[config.mk]
export PLATFORM = sky130hd
export DESIGN_NAME = apm_monitor
export DESIGN_NICKNAME = d
export VERILOG_FILES = /design/src/rtl/apm_pkg.sv /design/src/rtl/apm_monitor.sv /design/src/rtl/apm_sync.sv
export VERILOG_INCLUDE_DIRS = /design/src /design/src/rtl
export SDC_FILE = /design/constraint.sdc
export NUM_CORES = 1
export LEC_CHECK = 0
export BUFFER_PORTS_ARGS = -buffer_cell sky130_fd_sc_hd__buf_2
export CORE_MARGIN = 4
export CORE_UTILIZATION = 42
export CTS_CLUSTER_DIAMETER = 50
export DETAILED_ROUTE_END_ITERATION = 8
export GPL_TIMING_DRIVEN = 1
export PLACE_DENSITY = 0.77
export SYNTH_ARGS = -nofsm -noshare
export SYNTH_HDL_FRONTEND = slang
export SYNTH_HIERARCHICAL = 1
export SYNTH_SLANG_ARGS = --single-unit
[constraint.sdc]
create_clock -name aclk -period 1.7 [get_ports aclk]
set_clock_uncertainty 0.05 [all_clocks]
set_input_delay 0.255 -clock aclk [delete_from_list [all_inputs] [get_ports aclk]]
set_output_delay 0.255 -clock aclk [all_outputs]
set_load 0.1 [all_outputs]
[src/rtl/apm_map.svh]
`ifndef APM_MAP_SVH
`define APM_MAP_SVH
// ----------------------------------------
// Register offsets (byte addresses)
// ----------------------------------------
`define APM_OFF_STATUS  8'h00
`define APM_OFF_EVENT   8'h04
`define APM_OFF_COUNT   8'h08
`define APM_OFF_MASK    8'h0c
// ----------------------------------------
// Field positions and reset values
// ----------------------------------------
`define APM_BIT_LOCK      0
`define APM_BIT_RAIL_HIGH 3
`define APM_BIT_RAIL_LOW  2
`define APM_BIT_LIMIT     1
`define APM_BIT_LOSS      0
`define APM_CNT_MAX       4'hf
`define APM_RESET_VAL     8'h00
`endif

[src/rtl/apm_pkg.sv]
package apm_pkg;
   // Live inputs from the analog lock detector
   typedef struct packed {
      logic lock;
      logic rail_high;
      logic rail_low;
   } apm_det_t;
   // Event flag layout, bit 3 down to bit 0
   typedef struct packed {
      logic rail_high;
      logic rail_low;
      logic limit;
      logic loss;
   } apm_evt_t;
endpackage

[src/rtl/apm_monitor.sv]
// Notes on behaviour
// - Status bit 0 shows live lock
// - Rail-high sets sticky event bit 3
// - Rail-low sets sticky event bit 2
// - Count above threshold sets event bit 1
// - Bit 1 uncleared while count exceeds
// - Lock-to-unlock sets sticky event bit 0
// - Counter increments on each lock loss
// - Counter saturates at fifteen, never wraps
// - Counter write loads the written value
// - Reset zeroes all; reserved bits read zero
`timescale 1ns/1ps
`default_nettype none
`include "apm_map.svh"
module apm_monitor (
   input  wire logic        aclk,
   input  wire logic        aresetn,
   input  wire logic        pll_lock,
   input  wire logic        pll_rail_high,
   input  wire logic        pll_rail_low,
   input  wire logic [3:0]  lol_threshold,
   input  wire logic [7:0]  s_axi_awaddr,
   input  wire logic        s_axi_awvalid,
   output var  logic        s_axi_awready,
   input  wire logic [31:0] s_axi_wdata,
   input  wire logic [3:0]  s_axi_wstrb,
   input  wire logic        s_axi_wvalid,
   output var  logic        s_axi_wready,
   output var  logic [1:0]  s_axi_bresp,
   output var  logic        s_axi_bvalid,
   input  wire logic        s_axi_bready,
   input  wire logic [7:0]  s_axi_araddr,
   input  wire logic        s_axi_arvalid,
   output var  logic        s_axi_arready,
   output var  logic [31:0] s_axi_rdata,
   output var  logic [1:0]  s_axi_rresp,
   output var  logic        s_axi_rvalid,
   input  wire logic        s_axi_rready,
   output var  logic        irq
);
   // ----------------------------------------
   // Input synchronisation
   // ----------------------------------------
   apm_pkg::apm_det_t det_raw;
   apm_pkg::apm_det_t det;
   logic              lock_d;
   assign det_raw = '{lock: pll_lock, rail_high: pll_rail_high, rail_low: pll_rail_low};
   // Analog levels are asynchronous to the register clock
   apm_sync #(.WIDTH(3)) u_sync (
      .aclk    (aclk),
      .aresetn (aresetn),
      .din     (det_raw),
      .dout    (det)
   );

   // ----------------------------------------
   // Bus slave
   // ----------------------------------------
   logic        aw_held;
   logic [7:0]  aw_addr;
   logic        w_held;
   logic [31:0] w_data;
   logic [3:0]  w_strb;
   wire         wr_fire = aw_held && w_held && !s_axi_bvalid;
   wire         rd_fire = s_axi_arvalid && s_axi_arready;
   wire         wr_lane0 = wr_fire && w_strb[0];
   wire         wr_event = wr_lane0 && (aw_addr == `APM_OFF_EVENT);
   wire         wr_count = wr_lane0 && (aw_addr == `APM_OFF_COUNT);
   wire         wr_mask  = wr_lane0 && (aw_addr == `APM_OFF_MASK);
   wire         wr_known = (aw_addr == `APM_OFF_STATUS) || (aw_addr == `APM_OFF_EVENT)
                        || (aw_addr == `APM_OFF_COUNT) || (aw_addr == `APM_OFF_MASK);

   // Write address and data accepted in either order, one at a time
   always_ff @(posedge aclk) begin
      if (!aresetn) begin
         aw_held       <= 1'b0;
         w_held        <= 1'b0;
         aw_addr       <= 8'h00;
         w_data        <= 32'h0000_0000;
         w_strb        <= 4'h0;
         s_axi_awready <= 1'b0;
         s_axi_wready  <= 1'b0;
      end else begin
         s_axi_awready <= !aw_held && !s_axi_awready && !s_axi_bvalid;
         s_axi_wready  <= !w_held && !s_axi_wready && !s_axi_bvalid;
         if (s_axi_awvalid && s_axi_awready) begin
            aw_held <= 1'b1;
            aw_addr <= s_axi_awaddr;
         end
         if (s_axi_wvalid && s_axi_wready) begin
            w_held <= 1'b1;
            w_data <= s_axi_wdata;
            w_strb <= s_axi_wstrb;
         end
         if (wr_fire) begin
            aw_held <= 1'b0;
            w_held  <= 1'b0;
         end
      end
   end

   // Write response, SLVERR for an unmapped address
   always_ff @(posedge aclk) begin
      if (!aresetn) begin
         s_axi_bvalid <= 1'b0;
         s_axi_bresp  <= 2'b00;
      end else if (wr_fire) begin
         s_axi_bvalid <= 1'b1;
         s_axi_bresp  <= wr_known ? 2'b00 : 2'b10;
      end else if (s_axi_bready) begin
         s_axi_bvalid <= 1'b0;
      end
   end

   // ----------------------------------------
   // Lock monitor core
   // ----------------------------------------
   logic [3:0]        lol_count;
   apm_pkg::apm_evt_t events;
   logic [3:0]        mask;
   logic [3:0]        next_count;
   wire               lock_fall = lock_d && !det.lock;
   wire               over_limit = lol_count > lol_threshold;
   wire [3:0]         clr_bits = wr_event ? w_data[3:0] : 4'h0;
   apm_pkg::apm_evt_t set_bits;
   apm_pkg::apm_evt_t next_events;

   // Set terms; limit holds while the condition persists
   assign set_bits = '{rail_high: det.rail_high,
                       rail_low:  det.rail_low,
                       limit:     over_limit,
                       loss:      lock_fall};
   // Set wins over clear; only a write of one clears, a read leaves flags alone
   assign next_events = set_bits | (events & ~clr_bits);
   // Saturating increment, software write loads value
   assign next_count = wr_count ? w_data[3:0]
                     : (lock_fall && lol_count != `APM_CNT_MAX)
                     ? lol_count + 4'h1 : lol_count;

   // Core state, all zero after reset
   always_ff @(posedge aclk) begin
      if (!aresetn) begin
         lock_d    <= 1'b0;
         lol_count <= 4'h0;
         events    <= 4'h0;
         mask      <= 4'h0;
      end else begin
         lock_d    <= det.lock;
         lol_count <= next_count;
         events    <= next_events;
         if (wr_mask) begin
            mask <= w_data[3:0];
         end
      end
   end

   // Level interrupt from unmasked events
   always_ff @(posedge aclk) begin
      if (!aresetn) begin
         irq <= 1'b0;
      end else begin
         irq <= |(next_events & mask);
      end
   end

   // ----------------------------------------
   // Read channel
   // ----------------------------------------
   logic [31:0] rd_mux;
   // Upper bits always zero
   assign rd_mux = (s_axi_araddr == `APM_OFF_STATUS) ? {31'h0, lock_d}
                 : (s_axi_araddr == `APM_OFF_EVENT)  ? {28'h0, events}
                 : (s_axi_araddr == `APM_OFF_COUNT)  ? {28'h0, lol_count}
                 : (s_axi_araddr == `APM_OFF_MASK)   ? {28'h0, mask}
                 : 32'h0000_0000;
   wire rd_known = (s_axi_araddr == `APM_OFF_STATUS) || (s_axi_araddr == `APM_OFF_EVENT)
                || (s_axi_araddr == `APM_OFF_COUNT) || (s_axi_araddr == `APM_OFF_MASK);

   // One read at a time; arready pulses when arvalid is high and no answer is pending
   always_ff @(posedge aclk) begin
      if (!aresetn) begin
         s_axi_arready <= 1'b0;
         s_axi_rvalid  <= 1'b0;
         s_axi_rdata   <= 32'h0000_0000;
         s_axi_rresp   <= 2'b00;
      end else begin
         s_axi_arready <= !s_axi_arready && !s_axi_rvalid && s_axi_arvalid;
         if (rd_fire) begin
            s_axi_rvalid <= 1'b1;
            s_axi_rdata  <= rd_mux;
            s_axi_rresp  <= rd_known ? 2'b00 : 2'b10;
         end else if (s_axi_rready) begin
            s_axi_rvalid <= 1'b0;
         end
      end
   end

   // ----------------------------------------
   // Assertions
   // ----------------------------------------
   AST_LOCK_MIRROR: assert property (@(posedge aclk) disable iff (!aresetn)
      lock_d == $past(det.lock)) else $error("lock status not mirrored");
   AST_RAIL_HIGH: assert property (@(posedge aclk) disable iff (!aresetn)
      det.rail_high |=> events.rail_high) else $error("rail high lost");
   AST_RAIL_LOW: assert property (@(posedge aclk) disable iff (!aresetn)
      det.rail_low |=> events.rail_low) else $error("rail low lost");
   AST_LIMIT_SET: assert property (@(posedge aclk) disable iff (!aresetn)
      over_limit |=> events.limit) else $error("limit flag not set");
   AST_LIMIT_HOLD: assert property (@(posedge aclk) disable iff (!aresetn)
      (over_limit && wr_event && w_data[1]) |=> events.limit)
      else $error("limit cleared while over");
   AST_LOSS_SET: assert property (@(posedge aclk) disable iff (!aresetn)
      (lock_d && !det.lock) |=> events.loss) else $error("loss event missed");
   AST_COUNT_INC: assert property (@(posedge aclk) disable iff (!aresetn)
      (lock_fall && !wr_count && lol_count < 4'hf) |=> lol_count == $past(lol_count) + 4'h1)
      else $error("count not incremented");
   AST_COUNT_SAT: assert property (@(posedge aclk) disable iff (!aresetn)
      (lol_count == 4'hf && !wr_count) |=> lol_count == 4'hf)
      else $error("count wrapped");
   AST_COUNT_LOAD: assert property (@(posedge aclk) disable iff (!aresetn)
      wr_count |=> lol_count == $past(w_data[3:0])) else $error("count not loaded");
   AST_RESET_ZERO: assert property (@(posedge aclk)
      !aresetn |=> (lol_count == 4'h0 && events == 4'h0 && !lock_d))
      else $error("state not zero after reset");
   AST_SET_WINS: assert property (@(posedge aclk) disable iff (!aresetn)
      (det.rail_low && wr_event) |=> events.rail_low) else $error("set lost to clear");
   COV_LOSS: cover property (@(posedge aclk) disable iff (!aresetn) lock_fall);
   COV_SAT: cover property (@(posedge aclk) disable iff (!aresetn) lol_count == 4'hf);
   COV_IRQ: cover property (@(posedge aclk) disable iff (!aresetn) irq);
   COV_CLEAR: cover property (@(posedge aclk) disable iff (!aresetn)
      wr_event && events.loss ##1 !events.loss);
endmodule
`default_nettype wire

[src/rtl/apm_sync.sv]
`timescale 1ns/1ps
`default_nettype none
// Two-stage synchroniser for a bundle of asynchronous levels
module apm_sync #(
   parameter int WIDTH = 3
) (
   input  wire logic             aclk,
   input  wire logic             aresetn,
   input  wire logic [WIDTH-1:0] din,
   output var  logic [WIDTH-1:0] dout
);
   logic [WIDTH-1:0] stage1;
   // First stage feeds only the second
   always_ff @(posedge aclk) begin
      if (!aresetn) begin
         stage1 <= '0;
         dout   <= '0;
      end else begin
         stage1 <= din;
         dout   <= stage1;
      end
   end
endmodule
`default_nettype wire

==> impl_metrics.yaml <==
yosys:
  ys_ff_latch: 46
  syn_area_per_cell_um2: 8.88
  synth_edf_count: 0
  yosysWarnings: 6
  synth_cells: 254
  yosysSeqAreaShare_pct: 40.8
  synthesis.area_mm2: 0.00225
  synth_ff_type: "dfxtp_1"
  ys_types: 39
  postSynth.asyncResetShare_pct: 0
timing:
  max_freq_ghz: 0.518
  fin_crit_ns: 1.93
  final.period_utilization_pct: 114
  rsz0062_at_grt: "yes"
  hold_viol_final: 0
  setup_violations: 9
  fin_ws_ns: -0.230
  whs_ns: 0.115
  slew_violations: 0
  fin_setup_tns_ns: -1.13
cells_and_area:
  fillCellCount: 490
  seq_area_um2: 930
  synthToLayoutAreaGrowth_pct: 18.0
  antennaDiodeCount: 0
  layoutNonFillerInstCount: 383
  drive_above_1_share_pct: 26.5
  fin_nets: 383
  multi_input_area_mm2: 0.00117
placement:
  hpwl_um: 3370
  gp_congestion: 0.832
  preCtsSetupSlack_ns: -0.241
  dp.cells: 373
  portBuffers: 46
power_and_ir_drop:
  p_int_uw: 1560
  ir_drop_mv: 0.502
  pwr-share-comb_pct: 24.2
  switching_power_uw: 828
  switching_share_pct: 34.6
  powerDensity_mw_per_mm2: 899
  seqPwrFrac_pct: 48.1
  power_frac_clock_pct: 27.8
  cellLeakagePower_uw: 0.00125
  fin_total_pwr_uw: 2390
worst_setup_path:
  critPathKind: "reg2reg"
  path_cells: "or4_4 -> nor3_4 -> a21oi_2 -> a31o_1 -> a2111o_1"
  cp-start-kind: "register"
  cp.required_ns: 1.83
  end_kind: "register"
  slowest_stage: "or4_4"
  critPathMaxFanout: 5
  worst-path-buf-inv: 0
  critPathArrivalTime_ns: 2.06
  worst_path_largest_cell_delay_ns: 0.54
  crit_family: "simple AND/OR/NAND/NOR gates"
cts:
  cts_made_buffers: 5
  htreeDepth: 2
  clock_latency_ns: 0.29
  cts_buffer_depth: 2
  cts_num_sinks: 46
  clk_pin_slew_ns: 0.08
  clockRootBuffer: "clkbuf_8"
  tritoncts: "yes"
outcome:
  violations: "negative setup slack"
  status: "complete, but fails checks"
floorplanning:
  dieWidth_um: 81.3
  die_area_mm2: 0.00660
  start_util_pct: 43.9
  coreArea_mm2: 0.00514
  ios: 108
  std_cell_rows: 26
  die_h_um: 81.3
job:
  max_cap_violations: 0
min_path:
  hold_path.class: "in2reg"
route:
  vias_per_cell: 4.73
  wl_per_cell_um: 11.4
  ant_nets: 0
  vias: 1812
  routed_wl_um: 4370
  drc: 0
  drt_first_pass_iters: 4
  drt_iter0_markers: 85
grt:
  grt_pass1_wl_um: 7170
  antenna_found_initial: 0
  track_usage_pct: 13.9
  use_met2_pct: 23.1
  grt_max_degree: 28
  busiest_layer: "met2"
  met1_usage_pct: 16.8
  grt.overflow.total: 0
  met3_usage_pct: 3.44
  first_global_vias: 1619
==> power groups by stage <==
stage,logic [uW],clock network (uW),registers [uW]
global placement,557,0,1170
finish,578,664,1150
detailed placement,562,0,1170
CTS,577,692,1150
floorplan,457,0,1230
global route,612,728,1160
==> routing by layer <==
layer	up-vias	routed length, um	part of all wire [%]
li1	932	-	-
met1	806	1860	43
met2	64	2110	48
met3	10	302	6.9
met4	0	95	2.2
met5	-	0	0
==> state kept, by name, indices dropped and copies added, names as in the netlist, 3 cells and up <==
signal	cells
aw_addr	8
events	4
lol_count	4
mask	4
s_axi_rdata	4
w_data	4
u_sync/dout	3
u_sync/stage1	3
==> timing repair <==
action	CTS	global route
hold buffers	0	0
buffers inserted	2	0
setup endpoints to repair	9	12
resized for setup	2	3
pin swaps	0	1
cloned	0	0
==> cell usage in the layout (no fill, tap or decap), types with 2 or more instances in the layout <==
cell type   n
ha_1        5
buf_2      46
conb_1     30
dfxtp_1    43
nand2_1    29
a31oi_1     2
a21oi_1    10
inv_1       8
o211a_1     3
nand2b_1    6
a22oi_1     3
clkbuf_8    6
buf_4      15
dfxtp_4     2
a21boi_0   15
or4_1       2
nor3b_1     2
nand3_1    19
o21ai_0     8
and2_1     10
mux2_2      4
and3_1      2
nand4_1     3
nor3_1      3
nor2b_1    11
mux2i_1     6
==> metrics by stage <==
step                      util (%)  cell area, um^2
final                         51.8             2660
after global routing          51.8             2660
after CTS                     51.6             2650
after detailed placement      49.2             2530
after global placement        49.2             2530
after floorplan                  -             2370
==> cells in the mapped netlist, types with 2 or more instances <==
master	n	area [um^2]
a21boi_0	15	113
and2_1	10	62.6
and3_1	2	12.5
inv_1	8	30.0
mux2i_1	6	60.1
or4_1	2	15.0
o211a_1	3	30.0
nor2b_1	11	68.8
clkbuf_1	8	30.0
nor3b_1	2	15.0
a31oi_1	3	18.8
nand4_1	3	18.8
nor3_1	3	15.0
ha_1	5	62.6
nand2_1	29	109
a22oi_1	3	22.5
buf_4	30	225
dfxtp_1	46	921
nand3_1	20	100
buf_1	2	7.51
nand2b_1	6	37.5
o21ai_0	8	40.0
a21oi_1	10	50.1
mux2_2	4	45.0
==> kinds of logic (layout without fill, tap and decap cells) <==
group / count (synthesis) / count (layout) / synth area share [%]
DFF: 46 / 46 / 40.8
xor gates and xnor gates: 1 / 1 / 0.389
buffers and inverters: 48 / 78 / 13.0
adders and majority gates: 5 / 5 / 2.77
other: 1 / 30 / 0.166
AOI/OAI and AO/OA: 48 / 48 / 14.4
muxes: 11 / 11 / 5.66
and+or+nand+nor: 94 / 94 / 22.8
==> worst reg2reg max path, cell delays in order, from the launching register on <==
cell and delay (ns):
dfxtp_2 0.32, or4_4 0.54, nor3_4 0.22, a21oi_2 0.08
a31o_1 0.21, a2111o_1 0.41
==> layout make-up <==
class	instances	area share, %
well taps	70	3.29
inverters	8	1.13
clock buffers	7	3.24
repair buffers	62	13.3
multi-input cells	189	43.9
flip-flops and latches	46	34.9
clock inverters	1	0.188
==> worst paths after layout <==
| path | endpoint | startpoint | cells after the start | slack [ns] |
|---|---|---|---|---|
| hold / removal | u_sync/stage1[1] | pll_rail_high | 2 | 0.12 |
| hold reg to reg | s_axi_arready | s_axi_arready | 1 | 0.37 |
| setup reg to reg | irq | aw_addr[7] | 5 | -0.23 |
| setup / recovery | irq | aw_addr[7] | 5 | -0.23 |
(Power assumes the default switching activity.)
